$ cat config.mk
export PLATFORM = sky130hd
export DESIGN_NAME = edcu_unit
export DESIGN_NICKNAME = d
export VERILOG_FILES = /design/src/edcu_unit.v
export VERILOG_INCLUDE_DIRS = /design/src
export SDC_FILE = /design/constraint.sdc
export NUM_CORES = 1
export LEC_CHECK = 0
export BUFFER_PORTS_ARGS = -buffer_cell sky130_fd_sc_hd__buf_2
export CAP_MARGIN = 20
export CORE_MARGIN = 8
export CORE_UTILIZATION = 30
export CTS_CLUSTER_DIAMETER = 60
export DETAILED_ROUTE_END_ITERATION = 6
export SYNTH_ARGS = -nofsm -noshare
export SYNTH_HDL_FRONTEND = slang
export SYNTH_SLANG_ARGS = --single-unit
$ cat constraint.sdc
create_clock -name mclk -period 4 [get_ports mclk]
set_clock_uncertainty 0.1 [all_clocks]
set_input_delay 0.4 -clock mclk [delete_from_list [all_inputs] [get_ports mclk]]
set_output_delay 0.4 -clock mclk [all_outputs]
set_load 0.05 [all_outputs]
$ cat src/edcu_consts.vh
`ifndef EDCU_CONSTS_VH
`define EDCU_CONSTS_VH

// ----------------------------------------
// Register byte offsets
// ----------------------------------------
`define EDCU_OFF_CTRL      12'h000
`define EDCU_OFF_SYS_DATA  12'h004
`define EDCU_OFF_DIAG      12'h008
`define EDCU_OFF_CORR_DATA 12'h00c
`define EDCU_OFF_STATUS    12'h010
`define EDCU_OFF_CB_OUT    12'h014

// ----------------------------------------
// Control word layout (also the diag control field)
// ----------------------------------------
`define EDCU_CTL_CORRECT   0
`define EDCU_CTL_OLOAD     1
`define EDCU_CTL_ILOAD     2
`define EDCU_CTL_DSEL_LO   3
`define EDCU_CTL_CODE_LO   5
`define EDCU_CTL_DLOAD     7
`define EDCU_CTL_OEN       8
`define EDCU_CTL_BSEL_LO   12
`define EDCU_CTL_RESET     32'h0000_0104

// ----------------------------------------
// Diagnostic latch layout
// ----------------------------------------
`define EDCU_DIAG_CB_LO    0
`define EDCU_DIAG_CTL_LO   8
`define EDCU_DIAG_RESET    32'h0000_0000

// ----------------------------------------
// Diagnostic select codes
// ----------------------------------------
`define EDCU_DSEL_NORMAL   2'b00
`define EDCU_DSEL_DIAG     2'b01
`define EDCU_DSEL_PASS     2'b10
`define EDCU_DSEL_INTERNAL 2'b11

// ----------------------------------------
// Status layout
// ----------------------------------------
`define EDCU_ST_SYN_LO     0
`define EDCU_ST_ERR        8
`define EDCU_ST_MULT       9
`define EDCU_ST_TWO        10
`define EDCU_ST_SINGLE     11
`define EDCU_ST_INTERNAL   12

`endif

$ cat src/edcu_unit.v
// What this block does
// - Check-bit in, check-bit out and syndrome share one bus.
// - One control selects generate and loads the output latch.
// - Input latch is transparent while its load input is high.
// - Detect mode flags errors but passes data uncorrected.
// - Diagnostic latch has a check-bit field and a control field.
// - Diag check bits replace generated or memory check bits.
// - Control field is ignored outside internal control mode.
// - In internal control mode control field replaces each control input except the byte selects.
// - Correct mode from correct input or from control-field correct bit.
// - Pass-through moves data unaltered, no checking or correction.
// - Raw check-bit memory contents reach the data bus only via the check-bit register in pass-through.
// - Full-word write generates check bits and drives them to memory.
// - Read and first partial-write phase both run in correct mode.
// - Correct-regenerate equals partial-write second phase but byte selects.
// - 7-bit syndrome: zero is no error, one set bit a check bit.
//
// The register addresses and register access over APB were chosen for this implementation.
`timescale 1ns/1ps
`include "edcu_consts.vh"

module edcu_unit (
   input  wire        mclk,
   input  wire        rst,
   input  wire        psel,
   input  wire        penable,
   input  wire        pwrite,
   input  wire [11:0] paddr,
   input  wire [31:0] pwdata,
   output reg  [31:0] prdata,
   output reg         pready,
   output reg         pslverr,
   input  wire [31:0] mem_data_in,
   output reg  [31:0] mem_data_out,
   output reg  [3:0]  mem_data_oe_n,
   input  wire [6:0]  cb_bus_in,
   output reg  [6:0]  cb_bus_out,
   output reg         cb_bus_oe_n,
   output reg         error_flag,
   output reg         mult_error_flag
);

   // ----------------------------------------
   // Syndrome code of each data bit
   // ----------------------------------------
   function [6:0] edcu_bit_syn;
      input [4:0] idx;
      begin
         case (idx)
            5'd0:    edcu_bit_syn = 7'h4f;
            5'd1:    edcu_bit_syn = 7'h4a;
            5'd2:    edcu_bit_syn = 7'h52;
            5'd3:    edcu_bit_syn = 7'h54;
            5'd4:    edcu_bit_syn = 7'h57;
            5'd5:    edcu_bit_syn = 7'h58;
            5'd6:    edcu_bit_syn = 7'h5b;
            5'd7:    edcu_bit_syn = 7'h5d;
            5'd8:    edcu_bit_syn = 7'h23;
            5'd9:    edcu_bit_syn = 7'h25;
            5'd10:   edcu_bit_syn = 7'h26;
            5'd11:   edcu_bit_syn = 7'h29;
            5'd12:   edcu_bit_syn = 7'h2a;
            5'd13:   edcu_bit_syn = 7'h2c;
            5'd14:   edcu_bit_syn = 7'h31;
            5'd15:   edcu_bit_syn = 7'h34;
            5'd16:   edcu_bit_syn = 7'h0e;
            5'd17:   edcu_bit_syn = 7'h0b;
            5'd18:   edcu_bit_syn = 7'h13;
            5'd19:   edcu_bit_syn = 7'h15;
            5'd20:   edcu_bit_syn = 7'h16;
            5'd21:   edcu_bit_syn = 7'h19;
            5'd22:   edcu_bit_syn = 7'h1a;
            5'd23:   edcu_bit_syn = 7'h1c;
            5'd24:   edcu_bit_syn = 7'h62;
            5'd25:   edcu_bit_syn = 7'h64;
            5'd26:   edcu_bit_syn = 7'h67;
            5'd27:   edcu_bit_syn = 7'h68;
            5'd28:   edcu_bit_syn = 7'h6b;
            5'd29:   edcu_bit_syn = 7'h6d;
            5'd30:   edcu_bit_syn = 7'h70;
            default: edcu_bit_syn = 7'h75;
         endcase
      end
   endfunction

   // ----------------------------------------
   // Check-bit generation from the column codes
   // ----------------------------------------
   function [6:0] edcu_gen;
      input [31:0] d;
      integer i;
      begin
         edcu_gen = 7'h00;
         for (i = 0; i < 32; i = i + 1) begin
            if (d[i]) begin
               edcu_gen = edcu_gen ^ edcu_bit_syn(i[4:0]);
            end
         end
      end
   endfunction

   // ----------------------------------------
   // Data bit flip mask for a syndrome
   // ----------------------------------------
   function [31:0] edcu_fix_mask;
      input [6:0] s;
      integer i;
      begin
         edcu_fix_mask = 32'h0000_0000;
         for (i = 0; i < 32; i = i + 1) begin
            edcu_fix_mask[i] = (s == edcu_bit_syn(i[4:0]));
         end
      end
   endfunction

   // ----------------------------------------
   // Registers and synchronisers
   // ----------------------------------------
   reg  [31:0] ctrl;
   reg  [31:0] sys_data;
   reg  [6:0]  diag_cb;
   reg  [8:0]  diag_ctl;
   reg  [31:0] mem_meta;
   reg  [31:0] mem_sync;
   reg  [6:0]  cb_meta;
   reg  [6:0]  cb_sync;
   reg  [31:0] in_data;
   reg  [6:0]  in_cb;
   reg  [31:0] out_data;
   reg  [6:0]  out_cb;
   reg  [6:0]  syn_q;
   reg         two_q;
   reg         single_q;
   // Reset image of the diag latch, split into its two fields on reset
   wire [31:0] diag_rst = `EDCU_DIAG_RESET;

   wire        internal_mode;
   wire [8:0]  ctl_eff;
   wire        eff_correct;
   wire        eff_oload;
   wire        eff_iload;
   wire [1:0]  eff_dsel;
   wire        eff_dload;
   wire        eff_oen;
   wire        pass_mode;
   wire        diag_mode;
   wire [3:0]  byte_sel;
   wire        apb_write;
   wire        apb_access;

   reg  [31:0] next_in_data;
   reg  [6:0]  next_cb_used;
   reg  [6:0]  next_syn;
   reg  [31:0] next_word;
   reg  [6:0]  next_gen_cb;
   reg         next_err;
   reg         next_two;
   reg         next_onehot;
   reg         next_mult;
   reg  [31:0] next_rdata;
   reg         next_slverr;
   integer     b;

   // ----------------------------------------
   // Effective controls
   // ----------------------------------------
   // Internal mode is entered from the control word select only
   assign internal_mode = (ctrl[`EDCU_CTL_DSEL_LO +: 2] == `EDCU_DSEL_INTERNAL);
   assign ctl_eff = internal_mode ? diag_ctl : ctrl[8:0];
   assign eff_correct = ctl_eff[`EDCU_CTL_CORRECT];
   assign eff_oload = ctl_eff[`EDCU_CTL_OLOAD];
   assign eff_iload = ctl_eff[`EDCU_CTL_ILOAD];
   assign eff_dsel  = ctl_eff[`EDCU_CTL_DSEL_LO +: 2];
   assign eff_dload = ctl_eff[`EDCU_CTL_DLOAD];
   assign eff_oen   = ctl_eff[`EDCU_CTL_OEN];
   assign pass_mode = (eff_dsel == `EDCU_DSEL_PASS);
   assign diag_mode = (eff_dsel == `EDCU_DSEL_DIAG);
   assign byte_sel  = ctrl[`EDCU_CTL_BSEL_LO +: 4];

   // Zero-wait is not possible: answer is registered, one wait state
   assign apb_access = psel & penable;
   assign apb_write  = apb_access & pwrite & pready;

   // ----------------------------------------
   // Datapath combinational logic
   // ----------------------------------------
   always @* begin
      for (b = 0; b < 4; b = b + 1) begin
         next_in_data[b*8 +: 8] = byte_sel[b] ? sys_data[b*8 +: 8] : mem_sync[b*8 +: 8];
      end
      next_cb_used = diag_mode ? diag_cb : in_cb;
      next_syn    = edcu_gen(in_data) ^ next_cb_used;
      next_err    = (next_syn != 7'h00);
      next_onehot = ((next_syn & (next_syn - 7'h01)) == 7'h00);
      next_two    = next_err & ~(^next_syn);
      // odd codes off the table, other than one-hot, are multiple
      next_mult   = next_err & (^next_syn) & ~next_onehot
                    & (edcu_fix_mask(next_syn) == 32'h0000_0000);
      if (eff_correct & ~pass_mode) begin
         next_word = in_data ^ edcu_fix_mask(next_syn);
      end else begin
         next_word = in_data;
      end
      if (pass_mode) begin
         next_syn  = 7'h00;
         next_err  = 1'b0;
         next_two  = 1'b0;
         next_mult = 1'b0;
      end
      // check bits from the written word, or diag bits in diag mode, or raw memory bits in pass-through
      if (diag_mode) begin
         next_gen_cb = diag_cb;
      end else if (pass_mode) begin
         next_gen_cb = in_cb;
      end else begin
         next_gen_cb = edcu_gen(next_word);
      end
   end

   // ----------------------------------------
   // Input stage: synchronisers and latch
   // ----------------------------------------
   always @(posedge mclk) begin
      mem_meta <= mem_data_in;
      mem_sync <= mem_meta;
      cb_meta  <= cb_bus_in;
      cb_sync  <= cb_meta;
      if (rst) begin
         in_data <= 32'h0000_0000;
         in_cb   <= 7'h00;
      end else if (eff_iload) begin
         in_data <= next_in_data;
         in_cb   <= cb_sync;
      end
   end

   // ----------------------------------------
   // Output latch, flags and memory-side pins
   // ----------------------------------------
   always @(posedge mclk) begin
      if (rst) begin
         out_data        <= 32'h0000_0000;
         out_cb          <= 7'h00;
         syn_q           <= 7'h00;
         two_q           <= 1'b0;
         single_q        <= 1'b0;
         error_flag      <= 1'b0;
         mult_error_flag <= 1'b0;
         mem_data_out    <= 32'h0000_0000;
         mem_data_oe_n   <= 4'hf;
         cb_bus_out      <= 7'h00;
         cb_bus_oe_n     <= 1'b1;
      end else begin
         // Flags are meaningless while generating, so kept clear
         syn_q           <= eff_oload ? 7'h00 : next_syn;
         two_q           <= ~eff_oload & next_two;
         single_q        <= ~eff_oload & next_err & ~next_two & ~next_mult;
         error_flag      <= ~eff_oload & next_err;
         mult_error_flag <= ~eff_oload & next_mult;
         if (eff_oload) begin
            out_data     <= next_word;
            out_cb       <= next_gen_cb;
            mem_data_out <= next_word;
         end
         mem_data_oe_n <= eff_oload ? 4'h0 : 4'hf;
         cb_bus_out  <= eff_oload ? next_gen_cb : next_syn;
         cb_bus_oe_n <= eff_oen;
      end
   end

   // ----------------------------------------
   // APB register writes and diag latch load
   // ----------------------------------------
   always @(posedge mclk) begin
      if (rst) begin
         ctrl     <= `EDCU_CTL_RESET;
         sys_data <= 32'h0000_0000;
         diag_cb  <= diag_rst[`EDCU_DIAG_CB_LO +: 7];
         diag_ctl <= diag_rst[`EDCU_DIAG_CTL_LO +: 9];
      end else begin
         if (apb_write && paddr == `EDCU_OFF_CTRL) begin
            ctrl <= pwdata & 32'h0000_f1ff;
         end
         if (apb_write && paddr == `EDCU_OFF_SYS_DATA) begin
            sys_data <= pwdata;
         end
         if (eff_dload) begin
            diag_cb  <= sys_data[`EDCU_DIAG_CB_LO +: 7];
            diag_ctl <= sys_data[`EDCU_DIAG_CTL_LO +: 9];
         end
      end
   end

   // ----------------------------------------
   // APB read mux and answer
   // ----------------------------------------
   always @* begin
      next_rdata  = 32'h0000_0000;
      next_slverr = 1'b0;
      case (paddr)
         `EDCU_OFF_CTRL:      next_rdata = ctrl;
         `EDCU_OFF_SYS_DATA:  next_rdata = sys_data;
         `EDCU_OFF_DIAG:      next_rdata = {15'h0000, diag_ctl, 1'b0, diag_cb};
         `EDCU_OFF_CORR_DATA: next_rdata = out_data;
         `EDCU_OFF_STATUS:    next_rdata = {19'h00000, internal_mode, single_q,
                                            two_q, mult_error_flag, error_flag,
                                            1'b0, syn_q};
         // generated bits, diag bits in diag mode, or raw memory bits latched in pass-through
         `EDCU_OFF_CB_OUT:    next_rdata = {25'h0000000, out_cb};
         default:             next_slverr = 1'b1;
      endcase
   end

   // Answer after one wait cycle; pready drops right after completion
   always @(posedge mclk) begin
      if (rst) begin
         pready  <= 1'b0;
         prdata  <= 32'h0000_0000;
         pslverr <= 1'b0;
      end else begin
         pready  <= apb_access & ~pready;
         prdata  <= (apb_access & ~pready & ~pwrite) ? next_rdata : 32'h0000_0000;
         pslverr <= apb_access & ~pready & next_slverr;
      end
   end

endmodule // edcu_unit

==> results of run 1 <==
==> cells in the final DEF (no fill, tap or decap), drive strengths merged, types with 18 or more instances in the layout <==
master and instances:
xnor2 96, clkbuf 37, dlygate4sd3 73, o21ai 25, nor2 159, xnor3 29
xor2 34, a21oi 61, mux2 18, a211oi 65, buf 454, dfxtp 271
nand2 158, mux2i 72
==> worst paths after layout <==
check	endpoint	slack, ns	cells after the start
worst max register to register	cb_bus_out[5]	-0.19	17
worst max-delay path	cb_bus_out[5]	-0.19	17
worst min-delay path	diag_cb[2]	0.15	2
worst min register to register	mem_sync[18]	0.23	0
==> repair_timing <==
item                                    4_1_cts  5_1_grt
endpoints found under the setup margin       16       16
buffers inserted                             25       35
hold buffers                                 73        0
resized for setup                            98       88
pin swaps                                    48       48
endpoints found under the hold margin        85        0
==> cell families (layout without fill, tap and decap cells) <==
kind of cell | after synthesis | in the layout
fa+ha+maj | 5 | 5
mux | 90 | 90
flops | 271 | 271
buf+inv | 98 | 589
xor+xnor | 163 | 163
compound gates | 210 | 210
simple gates | 390 | 390
==> power by group through the flow <==
stage	clock [mW]	sequential, mW	combinational (mW)
finish	3.19	2.93	6.02
global route	3.37	2.94	6.32
CTS	3.26	2.93	5.32
detailed placement	0	2.98	4.65
global placement	0	2.98	4.73
floorplan	0	3.09	2.15
==> layout make-up <==
type	instances	area [um2]	area share [%]
Clock buffer	37	807.0	4.409
Sequential cell	271	5449	29.77
Clock inverter	19	372.9	2.037
Timing Repair Buffer	527	3866	21.12
Inverter	6	22.52	0.1231
Multi-Input combinational cell	858	7128	38.95
Tap cell	525	656.9	3.589
==> sequential cells by signal, summed over array words and instances, names as in the netlist <==
register and flops:
cb_bus_oe_n 1, cb_bus_out 7, cb_meta 7, cb_sync 7, ctrl 13, diag_cb 7
diag_ctl 9, error_flag 1, in_cb 7, in_data 32, mem_data_oe_n 1, mem_meta 32
mem_sync 32, mult_error_flag 1, out_cb 7, out_data 32, prdata 32, pready 1
pslverr 1, single_q 1, syn_q 7, sys_data 32, two_q 1
==> layer usage <==
layer	up-vias	GRT usage, %
li1	5185	-
met1	5170	25.06
met2	345	31.04
met3	68	3.370
met4	0	5.230
met5	-	0
==> critical path, delay by kind of cell, from the launching register on <==
kind | cells | cell delay (ns)
compound gates | 2 | 0.51
flops | 1 | 0.36
buf+inv | 5 | 0.73
simple gates | 1 | 0.19
xor+xnor | 9 | 2.19
==> results_dict.tcl, run 1 <==
set metrics [dict create \
    setup-violations-final 13 \
    share_seq_of_total_power_pct 24.1 \
    share_clk_of_total_power_pct 26.3 \
    synth.net_count 1320 \
    finalHoldViolCount 0 \
    combinational_family_with_the_most_area_after_synthesis "XOR/XNOR gates" \
    fraction_of_the_cycle_the_final_worst_path_needs_pct 104.8 \
    initial_core_util_pct 30.34 \
    average_footprint_of_a_synthesized_cell_um2 9.824 \
    fin_hold_ws_ns 0.1483 \
    synthDominantCellAreaShare_pct 45.01 \
    die_height_um 216.5 \
    rsz0062_at_grt "yes" \
    max_cap_viol_count 0 \
    crit_chain "xnor3_2 -> xnor2_4 -> xnor3_2 -> buf_6 -> xor2_4 -> buf_6 -> buf_6 -> xnor2_4 -> buf_4 -> nand4_1 -> xnor2_1 -> xnor2_1 -> xnor2_1 -> buf_4 -> xor2_1 -> a221o_1 -> o21ai_2" \
    synth_xor_xnor_area_share_pct 17.22 \
    critical_path_peak_fanout 4 \
    synth_top_area_cell "sky130_fd_sc_hd__dfxtp_1" \
    intPower_mw 7.769 \
    post_synth_num_cell_types 67 \
    grt_pass1_wl_um 68200 \
    largest_cells_by_area_after_synthesis "sky130_fd_sc_hd__dfxtp_1, sky130_fd_sc_hd__mux2i_1, sky130_fd_sc_hd__xnor2_1" \
    utilization_pct 46.07 \
    cts_tree "done" \
    post-layout-total-power_mw 12.15 \
    route.antenna.remaining_nets 0 \
    grt_start_max_net_pins 66 \
    design.portCount 168 \
    synth_most_common_cell "sky130_fd_sc_hd__dfxtp_1" \
    drcViolationCount 2 \
    share_of_cells_above_drive_strength_1_pct 39.52 \
    grt_antenna_before_repair 0 \
    antenna_cells 0 \
    vias 10770 \
    synth-edff-count 0 \
    clock_tree.buffer_depth 3 \
    portBuffers 167 \
    met3_length_um 2974 \
    final.min_clock_period_ns 4.194 \
    dieWidth_um 216.5 \
    hpwl_after_dpl_um 34810 \
    cp.required_ns 4.39 \
    detail_route.vias_per_cell 4.801 \
    tritoncts_num_sinks 271 \
    synth.mux.area_fraction_pct 7.660 \
    setup_total_negative_slack_ns -1.568 \
    yosys_register_bits 271 \
    worst_path_max_delay_cell "sky130_fd_sc_hd__xnor3_2" \
    placeableCoreArea_um2 39730 \
    fmax_ghz 0.2385 \
    number_of_pins_with_negative_max_slew_slack_in_the_final_report 0 \
    yosysWarningCount 0 \
    route.final.wire_length_um 45740 \
    min_from "rst" \
    proportion_of_synthesized_chip_area_in_sequential_cells_pct 45.01 \
    synth.top_cells.by_count "sky130_fd_sc_hd__dfxtp_1, sky130_fd_sc_hd__nor2_1, sky130_fd_sc_hd__nand2_1" \
    setup.worst_path.start_class "flip-flop" \
    routed-wl-met2_um 21750 \
    overflow 0 \
    comb_power_share_pct 49.6 \
    route.layer.met1.wl_um 19850 \
    maxUsedRoutingLayer "met4" \
    dp_worst_setup_slack_ns -0.7051 \
    relSlewSlack_pct 39.39 \
    detailed_place.area_um2 14950 \
    timing_worst_slew_pin_value_ns 0.9052 \
    setup.worst_path.class "reg -> reg" \
    clock-root-buffer "sky130_fd_sc_hd__clkbuf_16" \
    mapped_cell_area_um2 12050 \
    worst-endpoint-arrival_ns 4.58 \
    routed_wire_per_std_cell_um 20.39 \
    floorplan.die_area_um2 46850 \
    layout.cells.non_filler 2243 \
    yosys.area_share.adder_pct 0.5190 \
    hold_class "in -> reg" \
    critical_path.startpoint "in_data[0]" \
    cts-htree-levels 1 \
    r2r_start "in_data[0]" \
    switching_power_mw 4.378 \
    clock_insertion_delay_worst_skew_ns 0.58 \
    crit_path_end_kind "flip-flop" \
    synth_compound_area_share_pct 11.94 \
    fillerInstances 3710 \
    net_switching_share_of_the_total_power_pct 36.04 \
    status "finished, violations left" \
    postSynth.topFlopCell "sky130_fd_sc_hd__dfxtp_1" \
    failing_checks "DRC, setup timing" \
    drt_first_iter_violations 885 \
    drt-pass1-iter-count 7 \
    worst_ir_drop_vdd_mv 0.3418 \
    critical_path.max_stage_delay_ns 0.50 \
    syn_inst 1227 \
    finalWorstSetupSlack_ns -0.1937 \
    power.leakage_nw 7.708 \
    grtUsageTotal_pct 18.84 \
    first_global_vias 10960 \
    cts-buffers-inserted 30 \
    clk_pin_slew_worst_paths_ns 0.07 \
    placed_cells 2059 \
    synth-async-reset-ratio_pct 0 \
    gp_congestion 0.9264 \
    floorplan.rows 73 \
    fin_nets 1787 \
    flow.area_growth_from_synthesis_pct 51.84 \
    synthSimpleGateAreaFrac_pct 14.24 \
    power_density_nw_per_um2 663.7 \
    finish.instance_area_um2 18300 \
]
Note: power is estimated with default switching activity, not from simulation.
==> run 2: changes to the inputs <==
--- a/config.mk
+++ b/config.mk
@@ -6,6 +6,7 @@
 export SDC_FILE = /design/constraint.sdc
 export NUM_CORES = 1
 export LEC_CHECK = 0
+export ABC_AREA = 1
 export BUFFER_PORTS_ARGS = -buffer_cell sky130_fd_sc_hd__buf_2
 export CAP_MARGIN = 20
 export CORE_MARGIN = 8
==> run 2 against run 1 <==
Effect of this change: the run ends with DRC left; clock power decreased by 2%; first-iteration DRC count increased by 43%; non-clock buffer count decreased by 21; power decreased by 26%; wire length increased by 29%.
==> results_dict.tcl, run 2 <==
set metrics [dict create \
    synth-edff-count 0 \
    hpwl_after_dpl_um 47030 \
    postSynth.topFlopCell "sky130_fd_sc_hd__dfxtp_1" \
    proportion_of_synthesized_chip_area_in_sequential_cells_pct 40.87 \
    synth.mux.area_fraction_pct 0 \
    drt-pass1-iter-count 7 \
    detail_route.vias_per_cell 4.847 \
    worst-endpoint-arrival_ns 4.26 \
    die_height_um 226.4 \
    synth.net_count 2059 \
    finalWorstSetupSlack_ns 0.08110 \
    finalHoldViolCount 0 \
    tritoncts_num_sinks 271 \
    fmax_ghz 0.2552 \
    post_synth_num_cell_types 44 \
    synth_xor_xnor_area_share_pct 4.599 \
    final.min_clock_period_ns 3.919 \
    setup-violations-final 0 \
    floorplan.rows 77 \
    fin_hold_ws_ns 0.02540 \
    drcViolationCount 2 \
    synth_compound_area_share_pct 14.08 \
    antenna_cells 0 \
    worst_ir_drop_vdd_mv 0.3529 \
    clock_tree.buffer_depth 3 \
    drt_first_iter_violations 1266 \
    share_seq_of_total_power_pct 32.7 \
    fin_nets 2533 \
    synth-async-reset-ratio_pct 0 \
    synth_most_common_cell "sky130_fd_sc_hd__nand2_1" \
    cts-htree-levels 2 \
    synth_top_area_cell "sky130_fd_sc_hd__dfxtp_1" \
    failing_checks "DRC" \
    placeableCoreArea_um2 43930 \
    net_switching_share_of_the_total_power_pct 35.49 \
    grt_pass1_wl_um 86480 \
    relSlewSlack_pct 46.78 \
    cts-buffers-inserted 36 \
    max_cap_viol_count 0 \
    share_of_cells_above_drive_strength_1_pct 30.90 \
    yosys_register_bits 271 \
    switching_power_mw 3.209 \
    route.final.wire_length_um 59000 \
    layout.cells.non_filler 3055 \
    grtUsageTotal_pct 22.37 \
    share_clk_of_total_power_pct 34.7 \
    syn_inst 1966 \
    fraction_of_the_cycle_the_final_worst_path_needs_pct 97.97 \
    floorplan.die_area_um2 51240 \
    dp_worst_setup_slack_ns -0.4694 \
    flow.area_growth_from_synthesis_pct 45.17 \
    comb_power_share_pct 32.6 \
    routed_wire_per_std_cell_um 19.31 \
    layout.cells.most_common_list "sky130_fd_sc_hd__nand2_1, sky130_fd_sc_hd__buf_4, sky130_fd_sc_hd__dfxtp_1" \
    layout_commonest_cell "sky130_fd_sc_hd__nand2_1" \
    overflow 0 \
    placed_cells 2925 \
    synthDominantCellAreaShare_pct 40.87 \
    clock_insertion_delay_worst_skew_ns 0.57 \
    route.antenna.remaining_nets 0 \
    number_of_pins_with_negative_max_slew_slack_in_the_final_report 0 \
    yosys.area_share.adder_pct 0.4713 \
    crit_path_end_kind "flip-flop" \
    grt_start_max_net_pins 52 \
    status "finished, violations left" \
    vias 14810 \
    synthSimpleGateAreaFrac_pct 30.74 \
    combinational_family_with_the_most_area_after_synthesis "simple AND/OR/NAND/NOR gates" \
    fillerInstances 4571 \
    intPower_mw 5.832 \
    timing_worst_slew_pin_value_ns 0.7983 \
    setup.worst_path.class "reg -> reg" \
    setup.worst_path.start_class "flip-flop" \
    first_global_vias 14250 \
    gp_congestion 0.9864 \
    portBuffers 167 \
    yosysWarningCount 0 \
    design.portCount 168 \
    mapped_cell_area_um2 13280 \
    rsz0062_at_grt "yes" \
    synth.top_cells.by_count "sky130_fd_sc_hd__nand2_1, sky130_fd_sc_hd__dfxtp_1, sky130_fd_sc_hd__inv_1" \
    grt_antenna_before_repair 0 \
    clock-root-buffer "sky130_fd_sc_hd__clkbuf_16" \
    hold_class "in -> reg" \
    cp.required_ns 4.34 \
    dieWidth_um 226.4 \
    initial_core_util_pct 30.22 \
    cts_tree "done" \
    largest_cells_by_area_after_synthesis "sky130_fd_sc_hd__dfxtp_1, sky130_fd_sc_hd__nand2_1, sky130_fd_sc_hd__inv_1" \
    average_footprint_of_a_synthesized_cell_um2 6.752 \
    power_density_nw_per_um2 469.1 \
    clk_pin_slew_worst_paths_ns 0.06 \
    critical_path_peak_fanout 5 \
    power.leakage_nw 9.174 \
]
==> run 2: metal layers <==
metal,share of wire [%],vias to the layer above,track usage (%),routed length (um)
met5,0,-,0,0
met4,4.5,0,8.977,2628
met3,5.8,131,3.660,3418
met2,48,538,38.05,28120
met1,42,6921,27.94,24830
li1,-,7218,-,-
==> run 2: worst paths after layout <==
check	from	end	slack, ns	cells past startpoint
worst max-delay path	in_data[18]	out_cb[5]	0.08	25
worst min-delay path	pwdata[11]	sys_data[11]	0.03	3
worst max register to register	in_data[18]	out_cb[5]	0.08	25
worst min register to register	mem_meta[14]	mem_sync[14]	0.22	0
==> run 2: area by class of cell <==
cell class	instances	area [um2]	share of cell area (%)
Multi-Input combinational cell	1381	7462	38.72
Sequential cell	271	5436	28.21
Timing Repair Buffer	506	3552	18.43
Clock buffer	48	996.0	5.168
Inverter	244	928.4	4.818
Tap cell	592	740.7	3.844
Clock inverter	13	155.1	0.8051
==> run 2: repair_timing <==
item / in CTS / in global routing
setup buffers: 7 / 17
pin swaps: 15 / 58
hold endpoints to repair: 45 / 0
hold buffers: 45 / 0
setup endpoints to repair: 16 / 16
gates resized for setup: 61 / 158
==> run 2: critical path: stages, from the launching register on <==
cell and delay [ns]:
sky130_fd_sc_hd__dfxtp_2 0.35, sky130_fd_sc_hd__xor2_2 0.21, sky130_fd_sc_hd__buf_6 0.16, sky130_fd_sc_hd__xor2_2 0.13, sky130_fd_sc_hd__xor2_1 0.19, sky130_fd_sc_hd__xor2_1 0.23, sky130_fd_sc_hd__xor2_1 0.22, sky130_fd_sc_hd__buf_4 0.16
sky130_fd_sc_hd__ha_4 0.17, sky130_fd_sc_hd__nand3_4 0.12, sky130_fd_sc_hd__inv_2 0.08, sky130_fd_sc_hd__buf_4 0.10, sky130_fd_sc_hd__nand2_1 0.09, sky130_fd_sc_hd__o21ai_2 0.16, sky130_fd_sc_hd__nand2_2 0.12, sky130_fd_sc_hd__buf_4 0.18
sky130_fd_sc_hd__xnor2_4 0.19, sky130_fd_sc_hd__nor2_1 0.06, sky130_fd_sc_hd__nor2_1 0.09, sky130_fd_sc_hd__nand3_1 0.10, sky130_fd_sc_hd__nand3_1 0.12, sky130_fd_sc_hd__nand3_2 0.17, sky130_fd_sc_hd__nand2_1 0.11, sky130_fd_sc_hd__nand2_1 0.05
sky130_fd_sc_hd__nand2_1 0.07, sky130_fd_sc_hd__nand2_1 0.05
==> run 2: cells by family (layout without fill, tap and decap cells) <==
family / Yosys count / count (layout)
and+or+nand+nor: 970 / 970
buffers and inverters: 314 / 811
DFF: 271 / 271
AOI/OAI and AO/OA: 338 / 338
xor gates and xnor gates: 68 / 68
adders and majority gates: 5 / 5
==> run 2: power groups by stage <==
| stage | Sequential, mW | Combinational, mW | Clock, mW |
|---|---|---|---|
| after floorplan | 3.13 | 1.11 | 0 |
| after global placement | 3.01 | 2.38 | 0 |
| after detailed placement | 3.01 | 2.39 | 0 |
| after CTS | 2.95 | 2.57 | 3.18 |
| after global routing | 2.97 | 3.13 | 3.29 |
| final | 2.96 | 2.95 | 3.14 |
==> run 2: metrics by stage <==
step                      setup TNS (ns)  util (%)  power (mW)  instance area, um2
final                                  0     43.87       9.041               19270
after floorplan                        0         -       4.241               13280
after detailed placement          -4.513     37.82       5.396               16620
after CTS                       -0.07856     42.15       8.705               18520
after global placement            -4.092     37.82       5.389               16620
after global routing              -1.886     43.87       9.382               19270
==> run 3: changes to the inputs <==
--- a/config.mk
+++ b/config.mk
@@ -6,13 +6,13 @@
 export SDC_FILE = /design/constraint.sdc
 export NUM_CORES = 1
 export LEC_CHECK = 0
-export ABC_AREA = 1
-export BUFFER_PORTS_ARGS = -buffer_cell sky130_fd_sc_hd__buf_2
 export CAP_MARGIN = 20
 export CORE_MARGIN = 8
 export CORE_UTILIZATION = 30
 export CTS_CLUSTER_DIAMETER = 60
 export DETAILED_ROUTE_END_ITERATION = 6
+export DONT_BUFFER_PORTS = 1
+export MAX_ROUTING_LAYER = met4
 export SYNTH_ARGS = -nofsm -noshare
 export SYNTH_HDL_FRONTEND = slang
 export SYNTH_SLANG_ARGS = --single-unit
==> run 3 against run 2 <==
Effect of this change: the run ends with DRC, setup timing left; count of clock-buffer cells in the layout shrank 11; core utilization shrank 0.73 points; via count decreased by 32%; largest cell class unchanged.
==> results_dict.tcl, run 3 (same netlist as run 1, synthesis figures left out) <==
set metrics [dict create \
    status "finished, violations left" \
    failing_checks "DRC, setup timing" \
    worst-endpoint-arrival_ns 4.59 \
    dieWidth_um 216.5 \
    cp.required_ns 4.42 \
    gp_congestion 0.9331 \
    power_density_nw_per_um2 693.4 \
    footprint_of_the_multi_input_gates_um2 7046 \
    grt_antenna_before_repair 0 \
    setup.worst_path.class "reg -> reg" \
    grt_pass1_wl_um 67230 \
    first_global_vias 10210 \
    dp_worst_setup_slack_ns -0.4707 \
    vias 10040 \
    clock-root-buffer "sky130_fd_sc_hd__clkbuf_16" \
    flow.area_growth_from_synthesis_pct 42.18 \
    layout_commonest_cell "sky130_fd_sc_hd__dfxtp_1" \
    setup-violations-final 14 \
    floorplan.die_area_um2 46850 \
    rsz0062_at_grt "yes" \
    cts-buffers-inserted 30 \
    grtUsageTotal_pct 19.32 \
    drt-pass1-iter-count 7 \
    overflow 0 \
    portBuffers 0 \
    drcViolationCount 13 \
    tritoncts_num_sinks 271 \
    placeableCoreArea_um2 39730 \
    design.portCount 168 \
    power.leakage_nw 6.723 \
    route.antenna.remaining_nets 0 \
    cts-htree-levels 1 \
    final.min_clock_period_ns 4.170 \
    routed_wire_per_std_cell_um 22.37 \
    fin_nets 1585 \
    timing_worst_slew_pin_value_ns 0.9994 \
    fraction_of_the_cycle_the_final_worst_path_needs_pct 104.2 \
    relSlewSlack_pct 33.53 \
    die_height_um 216.5 \
    number_of_pins_with_negative_max_slew_slack_in_the_final_report 0 \
    fin_hold_ws_ns 0.02724 \
    layout.cells.most_common_list "sky130_fd_sc_hd__dfxtp_1, sky130_fd_sc_hd__buf_4, sky130_fd_sc_hd__nand2_1, sky130_fd_sc_hd__nor2_1, sky130_fd_sc_hd__dlygate4sd3_1" \
    register_area_um2 5449 \
    clock_insertion_delay_worst_skew_ns 0.59 \
    fillerInstances 3763 \
    grt_start_max_net_pins 133 \
    crit_path_end_kind "flip-flop" \
    finalHoldViolCount 0 \
    fmax_ghz 0.2398 \
    drt_first_iter_violations 805 \
    clk_pin_slew_worst_paths_ns 0.07 \
    hpwl_after_dpl_um 34390 \
    finalWorstSetupSlack_ns -0.1697 \
    route.final.wire_length_um 45660 \
    setup_total_negative_slack_ns -1.317 \
    setup.worst_path.start_class "flip-flop" \
    cts_tree "done" \
    worst_ir_drop_vdd_mv 0.3557 \
    floorplan.rows 73 \
    max_cap_viol_count 0 \
    share_of_cells_above_drive_strength_1_pct 30.89 \
    hold_class "in -> reg" \
    detail_route.vias_per_cell 4.917 \
    initial_core_util_pct 30.34 \
    critical_path_peak_fanout 6 \
    clock_tree.buffer_depth 3 \
]
run 3: area by class of cell:
cell class              instances  area share (%)
clock inverters                18           1.555
clock buffers                  37           4.884
inverters                       6          0.1460
diodes                          1         0.01460
flip-flops and latches        271           31.79
multi-input cells             858           41.11
well taps                     525           3.833
repair buffers                325           16.67
run 3: stage by stage:
stage	std cells	area [um2]	utilization, %	total power, mW
2_1_floorplan	1227	12090	-	5.242
3_3_place_gp	1875	14050	35.35	7.655
3_5_place_dp	1875	14050	35.35	7.569
4_1_cts	2026	16650	41.91	11.37
5_1_grt	2040	17140	43.13	12.36
6_report	2041	17140	43.14	11.88
run 3: per-layer routing:
metal	GRT usage [%]	share of wire [%]	vias to the layer above
li1	-	-	4777
met4	6.830	3.3	0
met5	-	0	-
met2	30.55	47	315
met1	24.26	43	4877
met3	4.081	6.5	66
run 3: final timing paths:
| check | start | end | slack, ns | depth (start not counted) |
|---|---|---|---|---|
| min reg2reg | mem_meta[16] | mem_sync[16] | 0.21 | 0 |
| min | paddr[2] | prdata[5] | 0.03 | 3 |
| max | in_data[4] | cb_bus_out[2] | -0.17 | 15 |
| max reg2reg | in_data[4] | cb_bus_out[2] | -0.17 | 15 |
run 3: where the power goes:
part / internal [mW] / total (mW) / switching, mW
Sequential: 2.85 / 3.09 / 0.231
Clock: 1.82 / 3.00 / 1.18
Combinational: 2.83 / 5.80 / 2.97
Total: 7.51 / 11.9 / 4.38
run 3: repair_timing:
item / CTS / global route
endpoints found under the hold margin: 172 / 0
setup buffers: 22 / 17
resized for setup: 111 / 68
hold buffers: 74 / 0
endpoints found under the setup margin: 16 / 16
pin swaps: 40 / 40
run 3: critical path, stage by stage, from the launching register on:
cell and delay, ns:
sky130_fd_sc_hd__dfxtp_2 0.36, sky130_fd_sc_hd__buf_12 0.14, sky130_fd_sc_hd__xnor2_2 0.16, sky130_fd_sc_hd__xnor3_1 0.38, sky130_fd_sc_hd__xnor3_2 0.51, sky130_fd_sc_hd__xnor2_4 0.22, sky130_fd_sc_hd__buf_12 0.16, sky130_fd_sc_hd__nor2_2 0.23
sky130_fd_sc_hd__buf_4 0.17, sky130_fd_sc_hd__nand4_1 0.13, sky130_fd_sc_hd__xor2_1 0.24, sky130_fd_sc_hd__xor2_1 0.24, sky130_fd_sc_hd__xnor2_1 0.16, sky130_fd_sc_hd__xnor3_2 0.48, sky130_fd_sc_hd__a221o_1 0.33, sky130_fd_sc_hd__o21ai_1 0.08
